<file path="config.mk">
export PLATFORM = sky130hd
export DESIGN_NAME = e1_receive_alarm_sync_status
export DESIGN_NICKNAME = d
export VERILOG_FILES = /design/src/verilog/e1_rx_alarm_pkg.sv /design/src/verilog/e1_receive_alarm_sync_status.sv
export SDC_FILE = /design/constraint.sdc
export NUM_CORES = 1
export LEC_CHECK = 0
export BUFFER_PORTS_ARGS = -buffer_cell sky130_fd_sc_hd__buf_4
export CORE_UTILIZATION = 55
export DETAILED_ROUTE_END_ITERATION = 16
export MAX_ROUTING_LAYER = met4
export PLACE_DENSITY = 0.8
export RECOVER_POWER = 25
export SYNTH_ARGS = -nofsm -noshare
export SYNTH_HDL_FRONTEND = slang
export SYNTH_SLANG_ARGS = --single-unit
</file>
<file path="constraint.sdc">
create_clock -name sys_clk -period 3.6 [get_ports sys_clk]
set_input_delay 0.36 -clock sys_clk [delete_from_list [all_inputs] [get_ports sys_clk]]
set_output_delay 0.36 -clock sys_clk [all_outputs]
set_load 0.05 [all_outputs]
</file>
<file path="src/verilog/e1_rx_alarm_pkg.sv">
// Package: register map, field positions and counts for the E1 receive alarm block
package e1_rx_alarm_pkg;

    // ************************************************************
    // Register offsets and reset values
    // ************************************************************
    localparam logic [7:0] ALARM_STATUS_ADDR = 8'h06;
    localparam logic [7:0] IRQ_MASK_ADDR     = 8'h16;
    localparam logic [7:0] SYNC_STATUS_ADDR  = 8'h1E;
    localparam logic [7:0] REG_RESET         = 8'h00;

    // ************************************************************
    // Alarm status bit positions
    // ************************************************************
    localparam int ALM_SA1  = 7;
    localparam int ALM_DMA  = 6;
    localparam int ALM_SA0  = 5;
    localparam int ALM_SLIP = 4;
    localparam int ALM_UA1  = 3;
    localparam int ALM_RRA  = 2;
    localparam int ALM_RCL  = 1;
    localparam int ALM_LOS  = 0;

    // ************************************************************
    // Timing and detection counts
    // ************************************************************
    localparam int SYS_CLK_KHZ      = 100000;
    localparam int SEARCH_TMO_MS    = 8;
    localparam int SEARCH_TMO_CYC   = SEARCH_TMO_MS * SYS_CLK_KHZ;
    localparam int SEARCH_CNT_W     = 6;
    localparam int TS16_ZERO_MIN    = 3;
    localparam int UA1_WINDOW_BITS  = 512;
    localparam int UA1_ZERO_MIN     = 3;
    localparam int RCL_ZERO_RUN     = 255;
    localparam int RCL_WINDOW_BITS  = 255;
    localparam int RCL_ONES_MIN     = 32;
    localparam int RRA_RUN          = 3;

    // ************************************************************
    // Strobes and levels from the receive framer
    // ************************************************************
    typedef struct packed {
        logic bit_en;        // One recovered line bit this cycle
        logic bit_val;       // Value of that bit
        logic ts16_bit;      // Bit lies in time slot 16
        logic mf_start;      // Multiframe boundary, never with bit_en
        logic ts16_b6_en;    // Bit 6 of TS16 in frame 0 is on bit_val
        logic nfas_b3_en;    // Bit 3 of non-align frame is on bit_val
        logic slip;          // Elastic store repeated or deleted a frame
        logic sync_loss;     // Framer not aligned
    } rx_line_s;

    typedef struct packed {
        logic frame_search;  // Hunting at FAS level
        logic sig_search;    // Hunting for CAS multiframe word
        logic check_search;  // Hunting for CRC4 multiframe word
        logic check_aligned; // Pulse: CRC4 multiframe alignment found
    } sync_state_s;

endpackage : e1_rx_alarm_pkg

</file>
<file path="src/verilog/e1_receive_alarm_sync_status.sv">
// E1 receive alarm detector, synchronizer status and CRC4 search counter
module e1_receive_alarm_sync_status #(
    parameter int SEARCH_TMO_CYCLES = e1_rx_alarm_pkg::SEARCH_TMO_CYC
) (
    // Clock and reset
    input  wire logic                          sys_clk,
    input  wire logic                          rst_n,
    // Parallel register port
    input  wire logic [7:0]                    reg_addr,
    input  wire logic                          reg_wr,
    input  wire logic                          reg_rd,
    input  wire logic [7:0]                    reg_wdata,
    output logic      [7:0]                    reg_rdata,
    // Receive framer side
    input  wire e1_rx_alarm_pkg::rx_line_s     rx_line,
    input  wire e1_rx_alarm_pkg::sync_state_s  sync_state,
    input  wire logic                          check_framing_enable,
    // Interrupt
    output logic                               alarm_irq_out
);

    // ************************************************************
    // CRC4 multiframe search timer and counter
    // ************************************************************
    localparam int SEARCH_CNT_W_L = e1_rx_alarm_pkg::SEARCH_CNT_W;
    logic [SEARCH_CNT_W_L-1:0] search_cnt;
    logic [31:0] tmo_cnt;
    wire         hunting     = check_framing_enable && sync_state.check_search;
    wire         tmo_hit     = hunting && (tmo_cnt == 32'(SEARCH_TMO_CYCLES - 1));

    // Timer runs only while hunting, restarts on every timeout
    always_ff @(posedge sys_clk) begin
        if (!rst_n || !hunting || tmo_hit) begin
            tmo_cnt <= '0;
        end else begin
            tmo_cnt <= tmo_cnt + 32'd1;
        end
    end

    // Counter: clear on disable or alignment, step on timeout, wrapping past 63
    always_ff @(posedge sys_clk) begin
        if (!rst_n || !check_framing_enable) begin
            search_cnt <= '0;
        end else if (sync_state.check_aligned) begin
            search_cnt <= '0;
        end else if (tmo_hit) begin
            search_cnt <= search_cnt + 6'd1;
        end
    end

    // Live synchronizer status, bit 1 of the counter is hidden
    wire [7:0] sync_search_status = {search_cnt[5:2], search_cnt[0],
                                     sync_state.frame_search,
                                     sync_state.sig_search,
                                     sync_state.check_search};

    // ************************************************************
    // Time slot 16 multiframe evaluators
    // ************************************************************
    localparam int TS16_ZERO_MIN_L = e1_rx_alarm_pkg::TS16_ZERO_MIN;
    logic [7:0] ts16_zeros;
    logic       ts16_any_one;
    logic       ts16_all_ones_alarm;
    logic       ts16_all_zeros_alarm;
    wire        ts16_bit_en = rx_line.bit_en && rx_line.ts16_bit;

    // Counts gathered through the multiframe, judged at its boundary
    always_ff @(posedge sys_clk) begin
        if (!rst_n) begin
            ts16_zeros           <= '0;
            ts16_any_one         <= 1'b0;
            ts16_all_ones_alarm  <= 1'b0;
            ts16_all_zeros_alarm <= 1'b0;
        end else if (rx_line.mf_start) begin
            ts16_all_ones_alarm  <= (ts16_zeros < 8'(TS16_ZERO_MIN_L));
            ts16_all_zeros_alarm <= !ts16_any_one;
            ts16_zeros           <= '0;
            ts16_any_one         <= 1'b0;
        end else if (ts16_bit_en) begin
            if (!rx_line.bit_val && ts16_zeros != 8'hFF) begin
                ts16_zeros <= ts16_zeros + 8'd1;
            end
            ts16_any_one <= ts16_any_one | rx_line.bit_val;
        end
    end

    // Distant multiframe alarm with two-in-a-row hysteresis
    logic last_b6;
    logic distant_multiframe_alarm;
    always_ff @(posedge sys_clk) begin
        if (!rst_n) begin
            last_b6                  <= 1'b0;
            distant_multiframe_alarm <= 1'b0;
        end else if (rx_line.ts16_b6_en) begin
            last_b6 <= rx_line.bit_val;
            if (rx_line.bit_val && last_b6) begin
                distant_multiframe_alarm <= 1'b1;
            end else if (!rx_line.bit_val && !last_b6) begin
                distant_multiframe_alarm <= 1'b0;
            end
        end
    end

    // ************************************************************
    // Remote alarm, unframed ones and carrier loss
    // ************************************************************
    localparam int RRA_RUN_L = e1_rx_alarm_pkg::RRA_RUN;
    logic [1:0] rra_ones;
    logic [1:0] rra_zeros;
    logic       remote_alarm_flag;
    always_ff @(posedge sys_clk) begin
        if (!rst_n) begin
            rra_ones          <= '0;
            rra_zeros         <= '0;
            remote_alarm_flag <= 1'b0;
        end else if (rx_line.nfas_b3_en) begin
            rra_ones  <= rx_line.bit_val ? ((rra_ones == 2'd2) ? 2'd2 : rra_ones + 2'd1) : 2'd0;
            rra_zeros <= rx_line.bit_val ? 2'd0 : ((rra_zeros == 2'd2) ? 2'd2 : rra_zeros + 2'd1);
            if (rx_line.bit_val && rra_ones == 2'(RRA_RUN_L - 1)) begin
                remote_alarm_flag <= 1'b1;
            end else if (!rx_line.bit_val && rra_zeros == 2'(RRA_RUN_L - 1)) begin
                remote_alarm_flag <= 1'b0;
            end
        end
    end

    // Unframed ones judged over fixed 512-bit windows
    logic [8:0] ua1_bits;
    logic [1:0] ua1_zeros;
    logic       unframed_ones_alarm;
    wire        ua1_last  = rx_line.bit_en && (ua1_bits == 9'(e1_rx_alarm_pkg::UA1_WINDOW_BITS - 1));
    wire  [1:0] ua1_total = (!rx_line.bit_val && ua1_zeros != 2'd3) ? ua1_zeros + 2'd1 : ua1_zeros;
    always_ff @(posedge sys_clk) begin
        if (!rst_n) begin
            ua1_bits            <= '0;
            ua1_zeros           <= '0;
            unframed_ones_alarm <= 1'b0;
        end else if (rx_line.bit_en) begin
            ua1_bits  <= ua1_bits + 9'd1;
            ua1_zeros <= ua1_last ? 2'd0 : ua1_total;
            if (ua1_last) begin
                unframed_ones_alarm <= (ua1_total < 2'(e1_rx_alarm_pkg::UA1_ZERO_MIN));
            end
        end
    end

    // Carrier loss: zero run sets, ones density over 255 bits clears
    logic [7:0] zero_run;
    logic [7:0] rcl_bits;
    logic [5:0] rcl_ones;
    logic       carrier_loss_flag;
    wire        rcl_last = rx_line.bit_en && (rcl_bits == 8'(e1_rx_alarm_pkg::RCL_WINDOW_BITS - 1));
    wire  [5:0] rcl_total = (rx_line.bit_val && rcl_ones != 6'h3F) ? rcl_ones + 6'd1 : rcl_ones;
    always_ff @(posedge sys_clk) begin
        if (!rst_n) begin
            zero_run          <= '0;
            rcl_bits          <= '0;
            rcl_ones          <= '0;
            carrier_loss_flag <= 1'b0;
        end else if (rx_line.bit_en) begin
            zero_run <= rx_line.bit_val ? 8'd0 : ((zero_run == 8'hFF) ? 8'hFF : zero_run + 8'd1);
            rcl_bits <= rcl_last ? 8'd0 : rcl_bits + 8'd1;
            rcl_ones <= rcl_last ? 6'd0 : rcl_total;
            if (!rx_line.bit_val && zero_run == 8'(e1_rx_alarm_pkg::RCL_ZERO_RUN - 1)) begin
                carrier_loss_flag <= 1'b1;
            end else if (rcl_last && rcl_total >= 6'(e1_rx_alarm_pkg::RCL_ONES_MIN)) begin
                carrier_loss_flag <= 1'b0;
            end
        end
    end

    // ************************************************************
    // Latched alarm status, mask write and interrupt
    // ************************************************************
    logic [7:0] alarm_latch;
    logic [7:0] receive_alarm_status;
    logic [7:0] alarm_irq_mask;
    wire  [7:0] alarm_cond = {ts16_all_ones_alarm, distant_multiframe_alarm,
                              ts16_all_zeros_alarm, rx_line.slip,
                              unframed_ones_alarm, remote_alarm_flag,
                              carrier_loss_flag, rx_line.sync_loss};
    wire        wr_status = reg_wr && (reg_addr == e1_rx_alarm_pkg::ALARM_STATUS_ADDR);
    wire        wr_mask   = reg_wr && (reg_addr == e1_rx_alarm_pkg::IRQ_MASK_ADDR);
    wire  [7:0] clr_bits  = wr_status ? reg_wdata : 8'h00;

    // Per bit: refresh read copy and clear on mask one; new event wins
    always_ff @(posedge sys_clk) begin
        if (!rst_n) begin
            alarm_latch          <= e1_rx_alarm_pkg::REG_RESET;
            receive_alarm_status <= e1_rx_alarm_pkg::REG_RESET;
            alarm_irq_mask       <= e1_rx_alarm_pkg::REG_RESET;
        end else begin
            alarm_latch          <= (alarm_latch & ~clr_bits) | alarm_cond;
            receive_alarm_status <= (receive_alarm_status & ~clr_bits)
                                    | (alarm_latch & clr_bits);
            if (wr_mask) begin
                alarm_irq_mask <= reg_wdata;
            end
        end
    end

    assign alarm_irq_out = |(alarm_latch & alarm_irq_mask);

    // Read data registered on the read strobe; unmapped reads give zero
    wire [7:0] rd_sel = (reg_addr == e1_rx_alarm_pkg::ALARM_STATUS_ADDR) ? receive_alarm_status :
                        (reg_addr == e1_rx_alarm_pkg::IRQ_MASK_ADDR)     ? alarm_irq_mask :
                        (reg_addr == e1_rx_alarm_pkg::SYNC_STATUS_ADDR)  ? sync_search_status :
                        8'h00;
    always_ff @(posedge sys_clk) begin
        if (!rst_n) begin
            reg_rdata <= e1_rx_alarm_pkg::REG_RESET;
        end else if (reg_rd) begin
            reg_rdata <= rd_sel;
        end
    end
endmodule : e1_receive_alarm_sync_status

</file>
==> results.txt <==
----------------------------------------------------
[Placed design]
  Hpwl dp ... 8.18 mm
  Port Buffer Count ... 41
  Final RePlAce weighted congestion ... 0.808
  Post-Place Setup Slack ... 1390 ps
  Placed instance area ... 6050 sq um

[CTS]
  Postcts setup bufs ... 0
  Clock tree from TritonCTS ... built
  Later-pin clock latency in the skew report ... 530 ps
  Number of buffers created by CTS ... 17
  Number of buffers inserted by hold repair at cts ... 0
  # resized after CTS ... 0
  Clock Sink Count ... 123
  Maximum buffer depth of the clock tree ... 2
  Htree depth ... 4
  Root Buffer Master ... clkbuf_8
  Clock input transition at the sequential cells of the worst setup and hold paths ... 60 ps

[STA]
  Max frequency ... 407 MHz
  Max transition margin ... -6.57%
  Setup Skew ... 7.58 ps
  Final setup TNS ... 0 ps
  Final setup vio count ... 0
  Unrepaired setup endpoints after global routing ... no
  Pin slew with the least headroom to its limit ... 1600 ps
  Final Slew Violations ... 40
  Hold Worst Slack ... 24.1 ps
  Count of endpoints failing hold in the final timing report ... 0
  Post-route worst setup slack ... 1140 ps
  Final critical delay including setup and external delays ... 2460 ps
  Final cycle utilization of the critical path ... 68.3%

[Hold path]
  Path class of the lowest-slack min-delay path ... input pin to flop
  Cell count of the worst hold path ... 2

[Floorplanning]
  Initial core utilization ... 57.4%
  Die area ... 10800 sq um
  Area of the placeable core ... 9910 sq um
  Ports placed on the boundary ... 42
  Die width ... 104 microns
  Die outline height ... 104 microns
  Number of placement rows ... 36

[Yosys]
  Count leader, synth ... dfxtp_1
  Top post-synthesis cells by area ... dfxtp_1 43%, nor2_1 6.3%, mux2i_1 5.5%
  Nets in the synthesized netlist ... 710
  Synth Warn # ... 0
  Most used flip-flop cell after synthesis ... dfxtp_1
  Count of flip-flops with a built-in enable after synthesis ... 0
  FFs w/ async S/R, synth ... 0%
  Ranking of synthesized cells by instance count ... 123 x dfxtp_1, 96 x nor2_1, 63 x nand2_1, 39 x a21oi_1, 36 x nand3_1
  Number of flip-flops and latches in the synthesized netlist ... 123
  Area leader, netlist ... dfxtp_1
  Sequential-to-total area share from yosys stat ... 43.3%
  Synth Cell Area ... 5690 sq um
  Fraction of post-synthesis cell area in the top cell type by area ... 43.3%
  Post-synthesis instance total ... 661
  Syn avg cell area ... 8.61 sq um
  Count of distinct cell types in the synthesized netlist ... 50

[Drt]
  Number of routed nets with antenna violations ... 0
  Total length of routed wires ... 12.2 mm
  Via count ... 4766
  Remaining design rule violation count ... 0
  Average via count per standard cell ... 5.67
  Wire length per cell ... 14.5 microns
  Number of DRC markers in iteration 0 ... 224
  Pre-antenna DRT Iters ... 5

[Layout]
  Fraction of final layout cells sized beyond drive strength 1 ... 11.0%
  Post-route cell area ... 6600 sq um
  Total Nets Final ... 744
  Diodes inserted ... 0
  Finished Core Util ... 66.6%
  Signed area change from the synthesized netlist to the final layout ... 16.0%

[Critical path]
  Endpoint type of the worst setup path ... flop
  Worst Reg-to-Reg Cells ... 6
  Required time of the worst setup path ... 4040 ps
  Critical path fanouts, max ... 39
  Setup CP Type ... input pin to flop
  CP Data Arrival Time ... 2900 ps
  Startpoint kind of the worst setup timing path ... input pin

[Pwr]
  Leakage dissipation ... 2.53 nW
  IR Drop Worst-Case VDD ... 0.347 mV
  Power Dens Cells ... 478 nW/um^2

[Global routing]
  Gr usage total ... 24.6%
  Largest net degree at the start of global routing ... 40
  Number of global-route vias before repair ... 4612
  Aggregate global routing overflow ... 0
  Wire length of the first global-routing pass ... 20.9 mm
  Number of antenna violations at the first check in global routing ... 0

[Status]
  Run status ... finished with violations
  Violations in the final reports ... max-capacitance violations, max-slew violations

[Flow run]
  Max Cap Violations ... 1

----------------------------------------------------
## per-stage QoR
step           cells  power, W
2_1_floorplan    661   0.00151
3_3_place_gp     809   0.00155
3_5_place_dp     809   0.00156
4_1_cts          841   0.00318
5_1_grt          841   0.00325
6_report         841   0.00316
## critical path, stage by stage
cell      delay [ps]
clkbuf_1        1130
inv_1            770
buf_4            440
a211oi_1         180
## final timing paths
check / startpoint / end / slack [ps]
worst min-delay path: rx_line[1] / alarm_latch[4]$_SDFF_PN0_ / 20
worst max-delay path: rst_n / zero_run[5]$_SDFFE_PN0P_ / 1140
worst min register to register: distant_multiframe_alarm$_SDFFE_PN0P_ / alarm_latch[6]$_SDFF_PN0_ / 460
worst max register to register: tmo_cnt[0]$_SDFF_PP0_ / tmo_cnt[22]$_SDFF_PP0_ / 1440
## registers in the layout, indices dropped and copies added, names as in the netlist, 2 cells and up, named ones only
signal,flops
alarm_latch,8
ua1_bits,9
rra_zeros,2
alarm_irq_mask,8
search_cnt,6
tmo_cnt,32
ua1_zeros,2
rcl_bits,8
rcl_ones,6
rra_ones,2
reg_rdata,8
ts16_zeros,8
zero_run,8
## kinds of logic after synthesis
| kind of cell | synth area share, % |
|---|---|
| AOI/OAI and AO/OA | 10.5 |
| xor gates and xnor gates | 7.69 |
| adders and majority gates | 3.52 |
| buffers and inverters | 3.78 |
| DFF | 43.3 |
| muxes | 5.65 |
| and+or+nand+nor | 25.6 |
## cells in the final DEF (no fill, tap or decap), types with 20 or more instances in the layout
cell | netlist | final
dfxtp_1 | 123 | 123
nand3_1 | 36 | 36
inv_1 | 20 | 20
nand4_1 | 23 | 23
mux2i_1 | 31 | 31
nor2_1 | 96 | 96
a21oi_1 | 39 | 39
xor2_1 | 33 | 33
nand2_1 | 63 | 63
buf_4 | 1 | 39
## metal layers
metal | vias up | global-route usage, % | routed length, microns
met4 | 0 | 10.4 | 206
met3 | 21 | 6.73 | 496
li1 | 2378 | - | -
met2 | 100 | 41.2 | 6260
met1 | 2267 | 27.7 | 5250
met5 | - | - | 0
## power breakdown
part	switching (W)	internal [W]	total (W)
Sequential	0.0000155	0.00138	0.00140
Combinational	0.0000776	0.0000579	0.000135
Clock	0.000606	0.00102	0.00163
Total	0.000699	0.00246	0.00316
## cell type report
class | instances | area [sq um]
Clock inverter | 10 | 118
Sequential cell | 123 | 2460
Timing Repair Buffer | 43 | 308
Clock buffer | 22 | 453
Inverter | 20 | 75.1
Tap cell | 133 | 166
Fill cell | 809 | 3310
Multi-Input combinational cell | 490 | 3020
Note: power is estimated with default switching activity, not from simulation.
